### src/shared/lsc_pkg.sv
// constants and carrier types for the light sensor conversion block
package lsc_pkg;
  // register indices
  localparam logic [2:0] REG_CMD    = 3'h0;
  localparam logic [2:0] REG_CTL    = 3'h1;
  localparam logic [2:0] REG_HI     = 3'h2;
  localparam logic [2:0] REG_LO     = 3'h3;
  localparam logic [2:0] REG_RES_L  = 3'h4;
  localparam logic [2:0] REG_RES_H  = 3'h5;
  localparam logic [2:0] REG_TIM_L  = 3'h6;
  localparam logic [2:0] REG_TIM_H  = 3'h7;
  // command fields
  localparam int CMD_ENABLE_BIT = 7;
  localparam int CMD_SLEEP_BIT  = 6;
  localparam int CMD_TIMING_BIT = 5;
  localparam int CMD_DIODE_LSB  = 2;
  localparam int CMD_WIDTH_LSB  = 0;
  localparam logic [7:0] CMD_WR_MASK = 8'hef;
  // control fields
  localparam int CTL_FLAG_BIT    = 5;
  localparam int CTL_GAIN_LSB    = 2;
  localparam int CTL_PERSIST_LSB = 0;
  localparam logic [7:0] CTL_WR_MASK = 8'h0f;
  // pointer byte special bits
  localparam int PTR_SYNC_BIT  = 7;
  localparam int PTR_CLEAR_BIT = 6;
  // reset values
  localparam logic [7:0] CMD_RESET = 8'h00;
  localparam logic [7:0] CTL_RESET = 8'h00;
  localparam logic [7:0] HI_RESET  = 8'hff;
  localparam logic [7:0] LO_RESET  = 8'h00;
  // diode select codes
  localparam logic [1:0] FIRST_DIODE_ONLY  = 2'h0;
  localparam logic [1:0] SECOND_DIODE_ONLY = 2'h1;
  localparam logic [1:0] DIODE_DIFFERENCE  = 2'h2;
  localparam logic [1:0] DIODE_NOP         = 2'h3;
  // integration cycles per width code
  localparam logic [16:0] WIDTH_CYC0 = 17'h10000;
  localparam logic [16:0] WIDTH_CYC1 = 17'h01000;
  localparam logic [16:0] WIDTH_CYC2 = 17'h00100;
  localparam logic [16:0] WIDTH_CYC3 = 17'h00010;
  // persistence counts per code
  localparam logic [4:0] PERSIST_M0 = 5'h01;
  localparam logic [4:0] PERSIST_M1 = 5'h04;
  localparam logic [4:0] PERSIST_M2 = 5'h08;
  localparam logic [4:0] PERSIST_M3 = 5'h10;
  // fixed bus address
  localparam logic [6:0] BUS_ADDR = 7'h44;
  // clock and integration oscillator rates
  localparam int CLK_KHZ      = 40000;
  localparam int OSC_SLOW_KHZ = 327;
  localparam int OSC_FAST_KHZ = 655;
  localparam logic [6:0] OSC_SLOW_DIV = 7'(CLK_KHZ / OSC_SLOW_KHZ);
  localparam logic [6:0] OSC_FAST_DIV = 7'(CLK_KHZ / OSC_FAST_KHZ);
  // one received byte from the bus
  typedef struct packed {
    logic       valid;
    logic       is_ptr;
    logic [2:0] addr;
    logic [7:0] data;
  } lsc_wr_t;
endpackage

### src/verilog/lsc_i2c_slave.sv
// two-wire bus slave that turns bus traffic into register writes and reads
`timescale 1ns/1ps
module lsc_i2c_slave (
  // clock and reset
  input  wire logic          mclk_in,
  input  wire logic          srst_in,
  // bus pins
  input  wire logic          scl_in,
  input  wire logic          sda_in,
  output logic               sda_out,
  output logic               sda_oe_out,
  // register side
  input  wire logic [7:0]    rd_data_in,
  output logic [5:0]         ptr_out,
  output lsc_pkg::lsc_wr_t   wr_out
);
  import lsc_pkg::*;

  typedef enum {S_IDLE, S_ADDR, S_ACK, S_PTR, S_WDATA, S_RDATA} lsc_st_t;
  lsc_st_t     state;
  lsc_st_t     after_ack;
  logic [2:0]  scl_s;
  logic [2:0]  sda_s;
  logic [3:0]  cnt;
  logic [7:0]  shreg;
  logic        rw;
  logic        scl_rise;
  logic        scl_fall;
  logic        start_c;
  logic        stop_c;

  // pins cross from outside: only stages 1 and 2 feed logic
  always_ff @(posedge mclk_in) begin
    if (srst_in) begin
      scl_s <= 3'h7;
      sda_s <= 3'h7;
    end else begin
      scl_s <= {scl_s[1:0], scl_in};
      sda_s <= {sda_s[1:0], sda_in};
    end
  end

  assign scl_rise = scl_s[1] & ~scl_s[2];
  assign scl_fall = ~scl_s[1] & scl_s[2];
  assign start_c  = scl_s[1] & scl_s[2] & ~sda_s[1] & sda_s[2];
  assign stop_c   = scl_s[1] & scl_s[2] & sda_s[1] & ~sda_s[2];

  always_ff @(posedge mclk_in) begin
    if (srst_in) begin
      state      <= S_IDLE;
      after_ack  <= S_IDLE;
      cnt        <= 4'h0;
      shreg      <= 8'h00;
      rw         <= 1'b0;
      sda_out    <= 1'b0;
      sda_oe_out <= 1'b0;
      ptr_out    <= 6'h00;
      wr_out     <= '0;
    end else begin
      wr_out.valid <= 1'b0;
      if (start_c) begin
        state      <= S_ADDR;
        cnt        <= 4'h0;
        sda_oe_out <= 1'b0;
      end else if (stop_c) begin
        state      <= S_IDLE;
        sda_oe_out <= 1'b0;
      end else if (scl_rise) begin
        if (state == S_RDATA) begin
          cnt <= cnt + 4'h1;
          if (cnt == 4'h8) begin
            rw <= ~sda_s[1];
          end
        end else if (state != S_IDLE && state != S_ACK && cnt < 4'h8) begin
          shreg <= {shreg[6:0], sda_s[1]};
          cnt   <= cnt + 4'h1;
        end
      end else if (scl_fall) begin
        case (state)
          S_ADDR: begin
            // only the hard-wired address is answered
            if (cnt == 4'h8 && shreg[7:1] == BUS_ADDR) begin
              rw         <= shreg[0];
              after_ack  <= shreg[0] ? S_RDATA : S_PTR;
              state      <= S_ACK;
              sda_oe_out <= 1'b1;
            end else if (cnt == 4'h8) begin
              state <= S_IDLE;
            end
          end
          S_PTR, S_WDATA: begin
            if (cnt == 4'h8) begin
              wr_out.valid  <= 1'b1;
              wr_out.is_ptr <= (state == S_PTR);
              wr_out.addr   <= ptr_out[2:0];
              wr_out.data   <= shreg;
              if (state == S_PTR) begin
                ptr_out <= shreg[5:0];
              end else begin
                ptr_out <= ptr_out + 6'h01;
              end
              after_ack  <= S_WDATA;
              state      <= S_ACK;
              sda_oe_out <= 1'b1;
            end
          end
          S_ACK: begin
            cnt   <= 4'h0;
            state <= after_ack;
            if (after_ack == S_RDATA) begin
              shreg      <= rd_data_in;
              ptr_out    <= ptr_out + 6'h01;
              sda_oe_out <= ~rd_data_in[7];
            end else begin
              sda_oe_out <= 1'b0;
            end
          end
          S_RDATA: begin
            if (cnt < 4'h8) begin
              sda_oe_out <= ~shreg[3'(7 - cnt)];
            end else if (cnt == 4'h8) begin
              sda_oe_out <= 1'b0;
            end else if (rw) begin
              // master acked: next byte follows
              cnt        <= 4'h0;
              shreg      <= rd_data_in;
              ptr_out    <= ptr_out + 6'h01;
              sda_oe_out <= ~rd_data_in[7];
            end else begin
              state <= S_IDLE;
            end
          end
          default: begin
            sda_oe_out <= 1'b0;
          end
        endcase
      end
    end
  end
endmodule

### src/verilog/lsc_core.sv
// register file, integration timing, conversion and threshold interrupt
`timescale 1ns/1ps
// Behaviour
// - command bit 7 low holds the conversion core in reset; high runs it.
// - command bit 6 high drives the sleep pin and stops the conversion core; the bus stays active.
// - command bit 5 picks oscillator-timed or host-sync-timed integration.
// - bits 3:2 pick diode one, diode two, their signed difference, or none.
// - bits 1:0 pick 65536, 4096, 256 or 16 cycles per conversion.
// - control bit 5 reads the interrupt flag.
// - control bits 3:2 select one of four gain ranges for conversions.
// - flag and pin set after m outside readings in a row, m=1,4,8,16.
// - high threshold byte resets to ff, forms upper half of 16-bit limit.
// - low threshold byte resets to 00, forms upper half of 16-bit limit.
// - result readable at 04 low and 05 high, refreshed every integration.
// - in external timing a 16-bit timer counts each integration clock.
// - in external timing, timer count captured at each integration end with the result.
// - captured timer readable at 06 low and 07 high.
// - in external timing, pointer byte with bit 7 set ends and restarts integration.
// - pointer byte with bit 6 set clears flag and interrupt pin.
// - bus answers only its fixed seven-bit address.
module lsc_core (
  // clock and reset
  input  wire logic        mclk_in,
  input  wire logic        srst_in,
  // bus pins
  input  wire logic        scl_in,
  input  wire logic        sda_in,
  output logic             sda_out,
  output logic             sda_oe_out,
  // analog front end
  input  wire logic [1:0]  diode_pulse_in,
  output logic             sleep_out,
  output logic [1:0]       gain_out,
  // open-drain interrupt pin
  output logic             int_n_out,
  output logic             int_n_oe_out
);
  import lsc_pkg::*;

  lsc_wr_t      wr;
  logic [5:0]   ptr;
  logic [7:0]   rd_data;
  logic [7:0]   conversion_command;
  logic [7:0]   gain_interrupt_control;
  logic [7:0]   upper_limit_byte;
  logic [7:0]   lower_limit_byte;
  logic [15:0]  result;
  logic [15:0]  timer_count;
  logic [1:0]   pulse_s1;
  logic [1:0]   pulse_s2;
  logic [6:0]   div_cnt;
  logic         tick;
  logic [16:0]  cyc;
  logic [17:0]  acc;
  logic         flag;
  logic [4:0]   persist_cnt;
  logic         host_sync_pulse;
  logic         clear_pulse;
  logic         enable;
  logic         device_sleep_bit;
  logic         ext_mode;
  logic [1:0]   diode_sel;
  logic         active;
  logic [16:0]  width_cyc;
  logic [4:0]   persist_m;
  logic         conv_done;
  logic [17:0]  next_acc;
  logic [15:0]  next_result;
  logic [16:0]  lim;
  logic         outside;
  logic         flag_set;

  lsc_i2c_slave u_bus (
    .mclk_in    (mclk_in),
    .srst_in    (srst_in),
    .scl_in     (scl_in),
    .sda_in     (sda_in),
    .sda_out    (sda_out),
    .sda_oe_out (sda_oe_out),
    .rd_data_in (rd_data),
    .ptr_out    (ptr),
    .wr_out     (wr)
  );

  assign enable           = conversion_command[CMD_ENABLE_BIT];
  assign device_sleep_bit = conversion_command[CMD_SLEEP_BIT];
  assign ext_mode         = conversion_command[CMD_TIMING_BIT];
  assign diode_sel        = conversion_command[CMD_DIODE_LSB +: 2];
  // no-op diode code leaves the core idle
  assign active = enable & ~device_sleep_bit & (diode_sel != DIODE_NOP);

  // pointer byte bits act as write-only strobes
  assign host_sync_pulse = wr.valid & wr.is_ptr & wr.data[PTR_SYNC_BIT];
  assign clear_pulse     = wr.valid & wr.is_ptr & wr.data[PTR_CLEAR_BIT];

  // register writes; unmapped pointers are dropped
  always_ff @(posedge mclk_in) begin
    if (srst_in) begin
      conversion_command     <= CMD_RESET;
      gain_interrupt_control <= CTL_RESET;
      upper_limit_byte       <= HI_RESET;
      lower_limit_byte       <= LO_RESET;
    end else if (wr.valid && !wr.is_ptr && ptr[5:3] == 3'h0) begin
      if (wr.addr == REG_CMD) begin
        conversion_command <= wr.data & CMD_WR_MASK;
      end else if (wr.addr == REG_CTL) begin
        gain_interrupt_control <= wr.data & CTL_WR_MASK;
      end else if (wr.addr == REG_HI) begin
        upper_limit_byte <= wr.data;
      end else if (wr.addr == REG_LO) begin
        lower_limit_byte <= wr.data;
      end
    end
  end

  // read mux
  always_comb begin
    rd_data = 8'h00;
    if (ptr[5:3] != 3'h0) begin
      rd_data = 8'h00;
    end else if (ptr[2:0] == REG_CMD) begin
      rd_data = conversion_command;
    end else if (ptr[2:0] == REG_CTL) begin
      rd_data = gain_interrupt_control;
      rd_data[CTL_FLAG_BIT] = flag;
    end else if (ptr[2:0] == REG_HI) begin
      rd_data = upper_limit_byte;
    end else if (ptr[2:0] == REG_LO) begin
      rd_data = lower_limit_byte;
    end else if (ptr[2:0] == REG_RES_L) begin
      rd_data = result[7:0];
    end else if (ptr[2:0] == REG_RES_H) begin
      rd_data = result[15:8];
    end else if (ptr[2:0] == REG_TIM_L) begin
      rd_data = timer_count[7:0];
    end else begin
      rd_data = timer_count[15:8];
    end
  end

  // analog controls; power-down also shuts the oscillator below
  always_ff @(posedge mclk_in) begin
    if (srst_in) begin
      sleep_out <= 1'b0;
      gain_out  <= 2'h0;
    end else begin
      sleep_out <= device_sleep_bit;
      gain_out  <= gain_interrupt_control[CTL_GAIN_LSB +: 2];
    end
  end

  // comparator pulses come from the analog side
  always_ff @(posedge mclk_in) begin
    if (srst_in) begin
      pulse_s1 <= 2'h0;
      pulse_s2 <= 2'h0;
    end else begin
      pulse_s1 <= diode_pulse_in;
      pulse_s2 <= pulse_s1;
    end
  end

  // integration clock: upper two ranges run the oscillator twice as fast
  always_ff @(posedge mclk_in) begin
    if (srst_in || !active) begin
      div_cnt <= 7'h00;
    end else if (tick) begin
      div_cnt <= 7'h00;
    end else begin
      div_cnt <= div_cnt + 7'h01;
    end
  end
  assign tick = active & (div_cnt == (gain_out[1] ? OSC_FAST_DIV - 7'h01
                                                  : OSC_SLOW_DIV - 7'h01));

  always_comb begin
    case (conversion_command[CMD_WIDTH_LSB +: 2])
      2'h0:    width_cyc = WIDTH_CYC0;
      2'h1:    width_cyc = WIDTH_CYC1;
      2'h2:    width_cyc = WIDTH_CYC2;
      default: width_cyc = WIDTH_CYC3;
    endcase
  end

  // end of integration: cycle count or host sync
  assign conv_done = active & (ext_mode ? host_sync_pulse
                                        : tick & (cyc == width_cyc - 17'h1));

  // difference taken per tick instead of two passes: same result for
  // steady light at half the latency
  always_comb begin
    next_acc = acc;
    if (tick) begin
      if (diode_sel == SECOND_DIODE_ONLY) begin
        next_acc = acc + {17'h0, pulse_s2[1]};
      end else begin
        next_acc = acc + {17'h0, pulse_s2[0]};
        if (diode_sel == DIODE_DIFFERENCE) begin
          next_acc = next_acc - {17'h0, pulse_s2[1]};
        end
      end
    end
  end

  // saturate to n bits, or n-1 signed for the difference
  always_comb begin
    lim = ext_mode ? 17'h0ffff : width_cyc - 17'h1;
    next_result = next_acc[17] ? 16'h0000 : 16'hffff;
    if (diode_sel == DIODE_DIFFERENCE) begin
      lim = lim >> 1;
      if (!next_acc[17] && next_acc > {1'b0, lim}) begin
        next_result = lim[15:0];
      end else if (next_acc[17] && (~next_acc + 18'h1) > {1'b0, lim}) begin
        next_result = ~lim[15:0] + 16'h1;
      end else begin
        next_result = next_acc[15:0];
      end
    end else if (next_acc <= {1'b0, lim}) begin
      next_result = next_acc[15:0];
    end else begin
      next_result = lim[15:0];
    end
  end

  // core counters held clear while disabled
  always_ff @(posedge mclk_in) begin
    if (srst_in || !active) begin
      cyc <= 17'h0;
      acc <= 18'h0;
    end else if (conv_done) begin
      cyc <= 17'h0;
      acc <= 18'h0;
    end else if (tick) begin
      cyc <= cyc + 17'h1;
      acc <= next_acc;
    end
  end

  // result captured at each end, timer with it in external timing only
  always_ff @(posedge mclk_in) begin
    if (srst_in) begin
      result      <= 16'h0000;
      timer_count <= 16'h0000;
    end else if (conv_done) begin
      result <= next_result;
      if (ext_mode) begin
        timer_count <= cyc[15:0];
      end
    end
  end

  always_comb begin
    case (gain_interrupt_control[CTL_PERSIST_LSB +: 2])
      2'h0:    persist_m = PERSIST_M0;
      2'h1:    persist_m = PERSIST_M1;
      2'h2:    persist_m = PERSIST_M2;
      default: persist_m = PERSIST_M3;
    endcase
  end

  // window test on the freshly completed reading
  assign outside = (next_result > {upper_limit_byte, 8'h00}) |
                   (next_result < {lower_limit_byte, 8'h00});
  // compare against m-1 so a saturated tally cannot wrap and block the set
  assign flag_set = conv_done & outside & (persist_cnt >= persist_m - 5'h1);

  always_ff @(posedge mclk_in) begin
    if (srst_in) begin
      persist_cnt <= 5'h00;
    end else if (conv_done && !outside) begin
      persist_cnt <= 5'h00;
    end else if (conv_done && persist_cnt != 5'h1f) begin
      persist_cnt <= persist_cnt + 5'h1;
    end
  end

  // set beats a simultaneous clear so no event is lost
  always_ff @(posedge mclk_in) begin
    if (srst_in) begin
      flag <= 1'b0;
    end else if (flag_set) begin
      flag <= 1'b1;
    end else if (clear_pulse) begin
      flag <= 1'b0;
    end
  end

  // open drain: only ever pulls low
  always_ff @(posedge mclk_in) begin
    if (srst_in) begin
      int_n_out    <= 1'b0;
      int_n_oe_out <= 1'b0;
    end else begin
      int_n_out    <= 1'b0;
      int_n_oe_out <= flag_set | (flag & ~clear_pulse);
    end
  end
endmodule

### config.mk
export PLATFORM = sky130hd
export DESIGN_NAME = lsc_core
export DESIGN_NICKNAME = d
export VERILOG_FILES = /design/src/shared/lsc_pkg.sv /design/src/verilog/lsc_i2c_slave.sv /design/src/verilog/lsc_core.sv
export SDC_FILE = /design/constraint.sdc
export NUM_CORES = 1
export LEC_CHECK = 0
export BUFFER_PORTS_ARGS = -buffer_cell sky130_fd_sc_hd__buf_4
export CAP_MARGIN = 20
export CORE_ASPECT_RATIO = 1.4
export CORE_MARGIN = 3
export CORE_UTILIZATION = 58
export CTS_CLUSTER_SIZE = 28
export DETAILED_ROUTE_END_ITERATION = 6
export GPL_TIMING_DRIVEN = 0
export PLACE_DENSITY_LB_ADDON = 0.25
export RECOVER_POWER = 25
export REMOVE_ABC_BUFFERS = 1
export SYNTH_ARGS = -nofsm -noshare
export SYNTH_HDL_FRONTEND = slang
export SYNTH_SLANG_ARGS = --single-unit
### constraint.sdc
create_clock -name mclk_in -period 9.1 [get_ports mclk_in]
set_clock_uncertainty 0.05 [all_clocks]
set_input_delay 0 -clock mclk_in [delete_from_list [all_inputs] [get_ports mclk_in]]
set_output_delay 0 -clock mclk_in [all_outputs]
set_load 0.01 [all_outputs]
==> flow_summary.json <==
{
  "endpoint": "int_n_oe_out",
  "power_mw": 1.47,
  "drc": 0,
  "reg2reg_depth": 32,
  "vias": 10300,
  "final_nets": 1438,
  "critical_path_class": "reg2reg",
  "fin_util_pct": 63.4,
  "holdPathStages": 3,
  "drv_slew": 90,
  "fillCellCount": 1671,
  "first_pass_iters": 6,
  "status": "finished, violations left",
  "ys_top_cells_by_area": "dfxtp_1 (29%), ha_1 (7.8%), nor2_1 (6.2%)",
  "die_y_microns": 169,
  "synth.distinct_cells": 87,
  "r2r-end": "int_n_oe_out",
  "grt_pass1_vias": 9919,
  "cap_violations": 1,
  "synth_area_leader_cell": "dfxtp_1",
  "ys_ff_latch": 160,
  "io-pin-count": 13,
  "power_leakage_nw": 4.51,
  "h-tree-depth": 4,
  "syn_area_per_cell_sq_um": 7.83,
  "overflow": 0,
  "synthesis.area_sq_um": 11000,
  "synthTopCellsByCount": "nor2_1 (183), dfxtp_1 (160), nand2_1 (145)",
  "cts_root_buf": "clkbuf_16",
  "cts_sinks": 160,
  "multiInputGateArea_sq_um": 7310,
  "synth_warnings": 0,
  "setup_tns_ps": 0,
  "yosys.cell_count.top_type": "nor2_1",
  "finalWeightedCongestion": 0.954,
  "dieArea_sq_um": 20700,
  "crit-reg2reg-launch": "div_cnt[0]",
  "async_reset_ff_share_pct": 0,
  "core_region_area_sq_um": 18600,
  "die_x_microns": 122,
  "antenna_found_initial": 0,
  "area_delta_synth_final_pct": 7.14,
  "cts_tree": "done",
  "clk_latency_ps": 430,
  "finalCritPeriodShare_pct": 94.8,
  "worstMarginPinSlew_ps": 3950,
  "timing.fmax_mhz": 116,
  "max-clock-path-buffers": 2,
  "regArea_sq_um": 3210,
  "relSlewSlack_pct": -163,
  "wire_per_inst_microns": 18.3,
  "dp_hpwl_mm": 21.5,
  "crit_fanout": 15,
  "grt_pass1_wl_mm": 48.1,
  "min_path_type": "in2reg",
  "failed_checks": "capacitance limit, slew limit",
  "required_ps": 9330,
  "grt_max_degree": 90,
  "dr.first_iter.drc_count": 702,
  "synth_edf_count": 0,
  "drive_gt1_share_pct": 7.70,
  "r2r_slack_ps": 470,
  "slowest_stage": "o2111ai_2",
  "setup_viol": 0,
  "antennaDiodeCount": 0,
  "period_minus_slack_ps": 8630,
  "grt_usage_pct": 28.7,
  "ant_nets": 0,
  "p_per_area_nw_per_um2": 125,
  "syn_inst": 1406,
  "synthFlopType": "dfxtp_1",
  "rows": 59,
  "ir_drop_mv": 0.132,
  "arrival_ps": 8860,
  "routed_wl_mm": 29.7,
  "crit_top_cell": "nor2_1",
  "synth.top_cell.area_share_pct": 29.1,
  "hold_viol": 0,
  "end_kind": "flip-flop",
  "ys_seq_area_share_pct": 29.1,
  "port-buffer-count": 10,
  "timing.hold.ws_ps": 263,
  "numCtsBuffers": 17,
  "viasPerCell": 6.35,
  "start_util_pct": 59.2,
  "worstSetupStartpointType": "flip-flop",
  "path_clk_slew_ps": 70,
  "worstSetupStartpoint": "div_cnt[0]",
  "worst_path_largest_cell_delay_ps": 690
}
how the worst min path moves through the flow:
stage,start,endpoint
detailed placement,sda_in,u_bus.sda_s[0]
global route,sda_in,u_bus.sda_s[0]
finish,sda_in,u_bus.sda_s[0]
floorplan,srst_in,result[2]
CTS,sda_in,u_bus.sda_s[0]
global placement,sda_in,u_bus.sda_s[0]
cells by family (layout without fill, tap and decap cells):
kind of cell,after synthesis,in the layout,share of synthesized area [%]
adder cells (fa/ha/maj),69,69,7.84
AND/OR/NAND/NOR,579,579,25.8
flip-flops,160,160,29.1
XOR/XNOR,69,69,5.66
other,2,5,0.0682
AO/OA/AOI/OAI,343,343,21.7
buffers and inverters,140,107,5.61
multiplexers,44,44,4.28
layout make-up:
cell class	count	share of cell area [%]
Clock buffer	19	3.84
Clock inverter	13	1.29
Inverter	50	1.59
Multi-Input combinational cell	1109	61.9
Sequential cell	160	27.2
Tap cell	244	2.59
Timing Repair Buffer	25	1.58
what timing repair did:
| action | CTS | global route |
|---|---|---|
| endpoints found under the hold margin | 23 | 0 |
| pin swaps | 0 | 4 |
| buffers inserted | 0 | 6 |
| endpoints found under the setup margin | 7 | 7 |
| hold buffers | 5 | 0 |
| gates resized for setup | 4 | 14 |
critical path, delay by kind of cell (launching register included):
kind            cells  cell delay, ps
flops               1             390
compound gates     14            3100
fa+ha+maj           2             570
buf+inv             2             440
xor+xnor            1             150
simple gates       13            3790
per-layer routing:
metal | track usage, % | vias to the layer above | wire (microns)
li1 | - | 4975 | -
met1 | 30.7 | 4818 | 11400
met2 | 50.8 | 353 | 14700
met3 | 3.94 | 145 | 1280
met4 | 20.6 | 0 | 2310
met5 | 0 | - | 0
report_power, final:
| part | leakage, nW | switching (mW) | internal, mW | total [mW] |
|---|---|---|---|---|
| clock network | 0.293 | 0.315 | 0.425 | 0.740 |
| registers | 1.29 | 0.00297 | 0.703 | 0.706 |
| logic | 2.93 | 0.0169 | 0.00888 | 0.0258 |
| total | 4.51 | 0.335 | 1.14 | 1.47 |
placed cells by master (no fill, tap or decap), types with 7 or more instances in the layout:
cell       synthesis  final
nor2_1           183    183
dfxtp_1          160    158
nand2_1          145    145
a21oi_1           99     98
ha_1              69     68
inv_1             49     49
nand3_1           47     47
o21ai_0           42     42
xnor2_1           40     40
mux2i_1           37     37
nand4_1           34     34
a211oi_1          32     31
nor2b_1           29     29
xor2_1            28     26
nor3_1            27     26
a211o_1           20     20
or2_2             18     18
a22oi_1           17     17
clkbuf_16          0     17
nand2b_1          16     14
and3_1            13     13
a31oi_1           13     13
nor4_1            13     13
a21o_1            13     13
and2_1            11     11
buf_4              8     11
a311oi_1          10      9
a22o_1             9      9
o211ai_1           8      8
o221ai_1           8      8
or4_1              7      7
o21a_1             7      7
and4_1             7      7
flip-flops by register name, summed over array words and instances (netlist names), 2 cells and up:
register / flops
upper_limit_byte: 8
timer_count: 16
div_cnt: 7
gain_out: 2
u_bus.wr_out: 13
u_bus.ptr_out: 6
u_bus.cnt: 4
pulse_s1: 2
cyc: 17
result: 16
u_bus.sda_s: 3
gain_interrupt_control: 4
u_bus.state: 3
lower_limit_byte: 8
conversion_command: 7
acc: 18
u_bus.scl_s: 3
persist_cnt: 5
pulse_s2: 2
u_bus.shreg: 8
u_bus.after_ack: 3
per-stage QoR:
step	cells	setup slack (ps)	cell area [sq um]
after global placement	1573	-28.0	11000
after global routing	1620	-25.5	11800
after detailed placement	1576	-103	11000
after CTS	1613	135	11700
final	1620	469	11800
after floorplan	1319	1470	10600
Power figures use the tool's default switching activity.
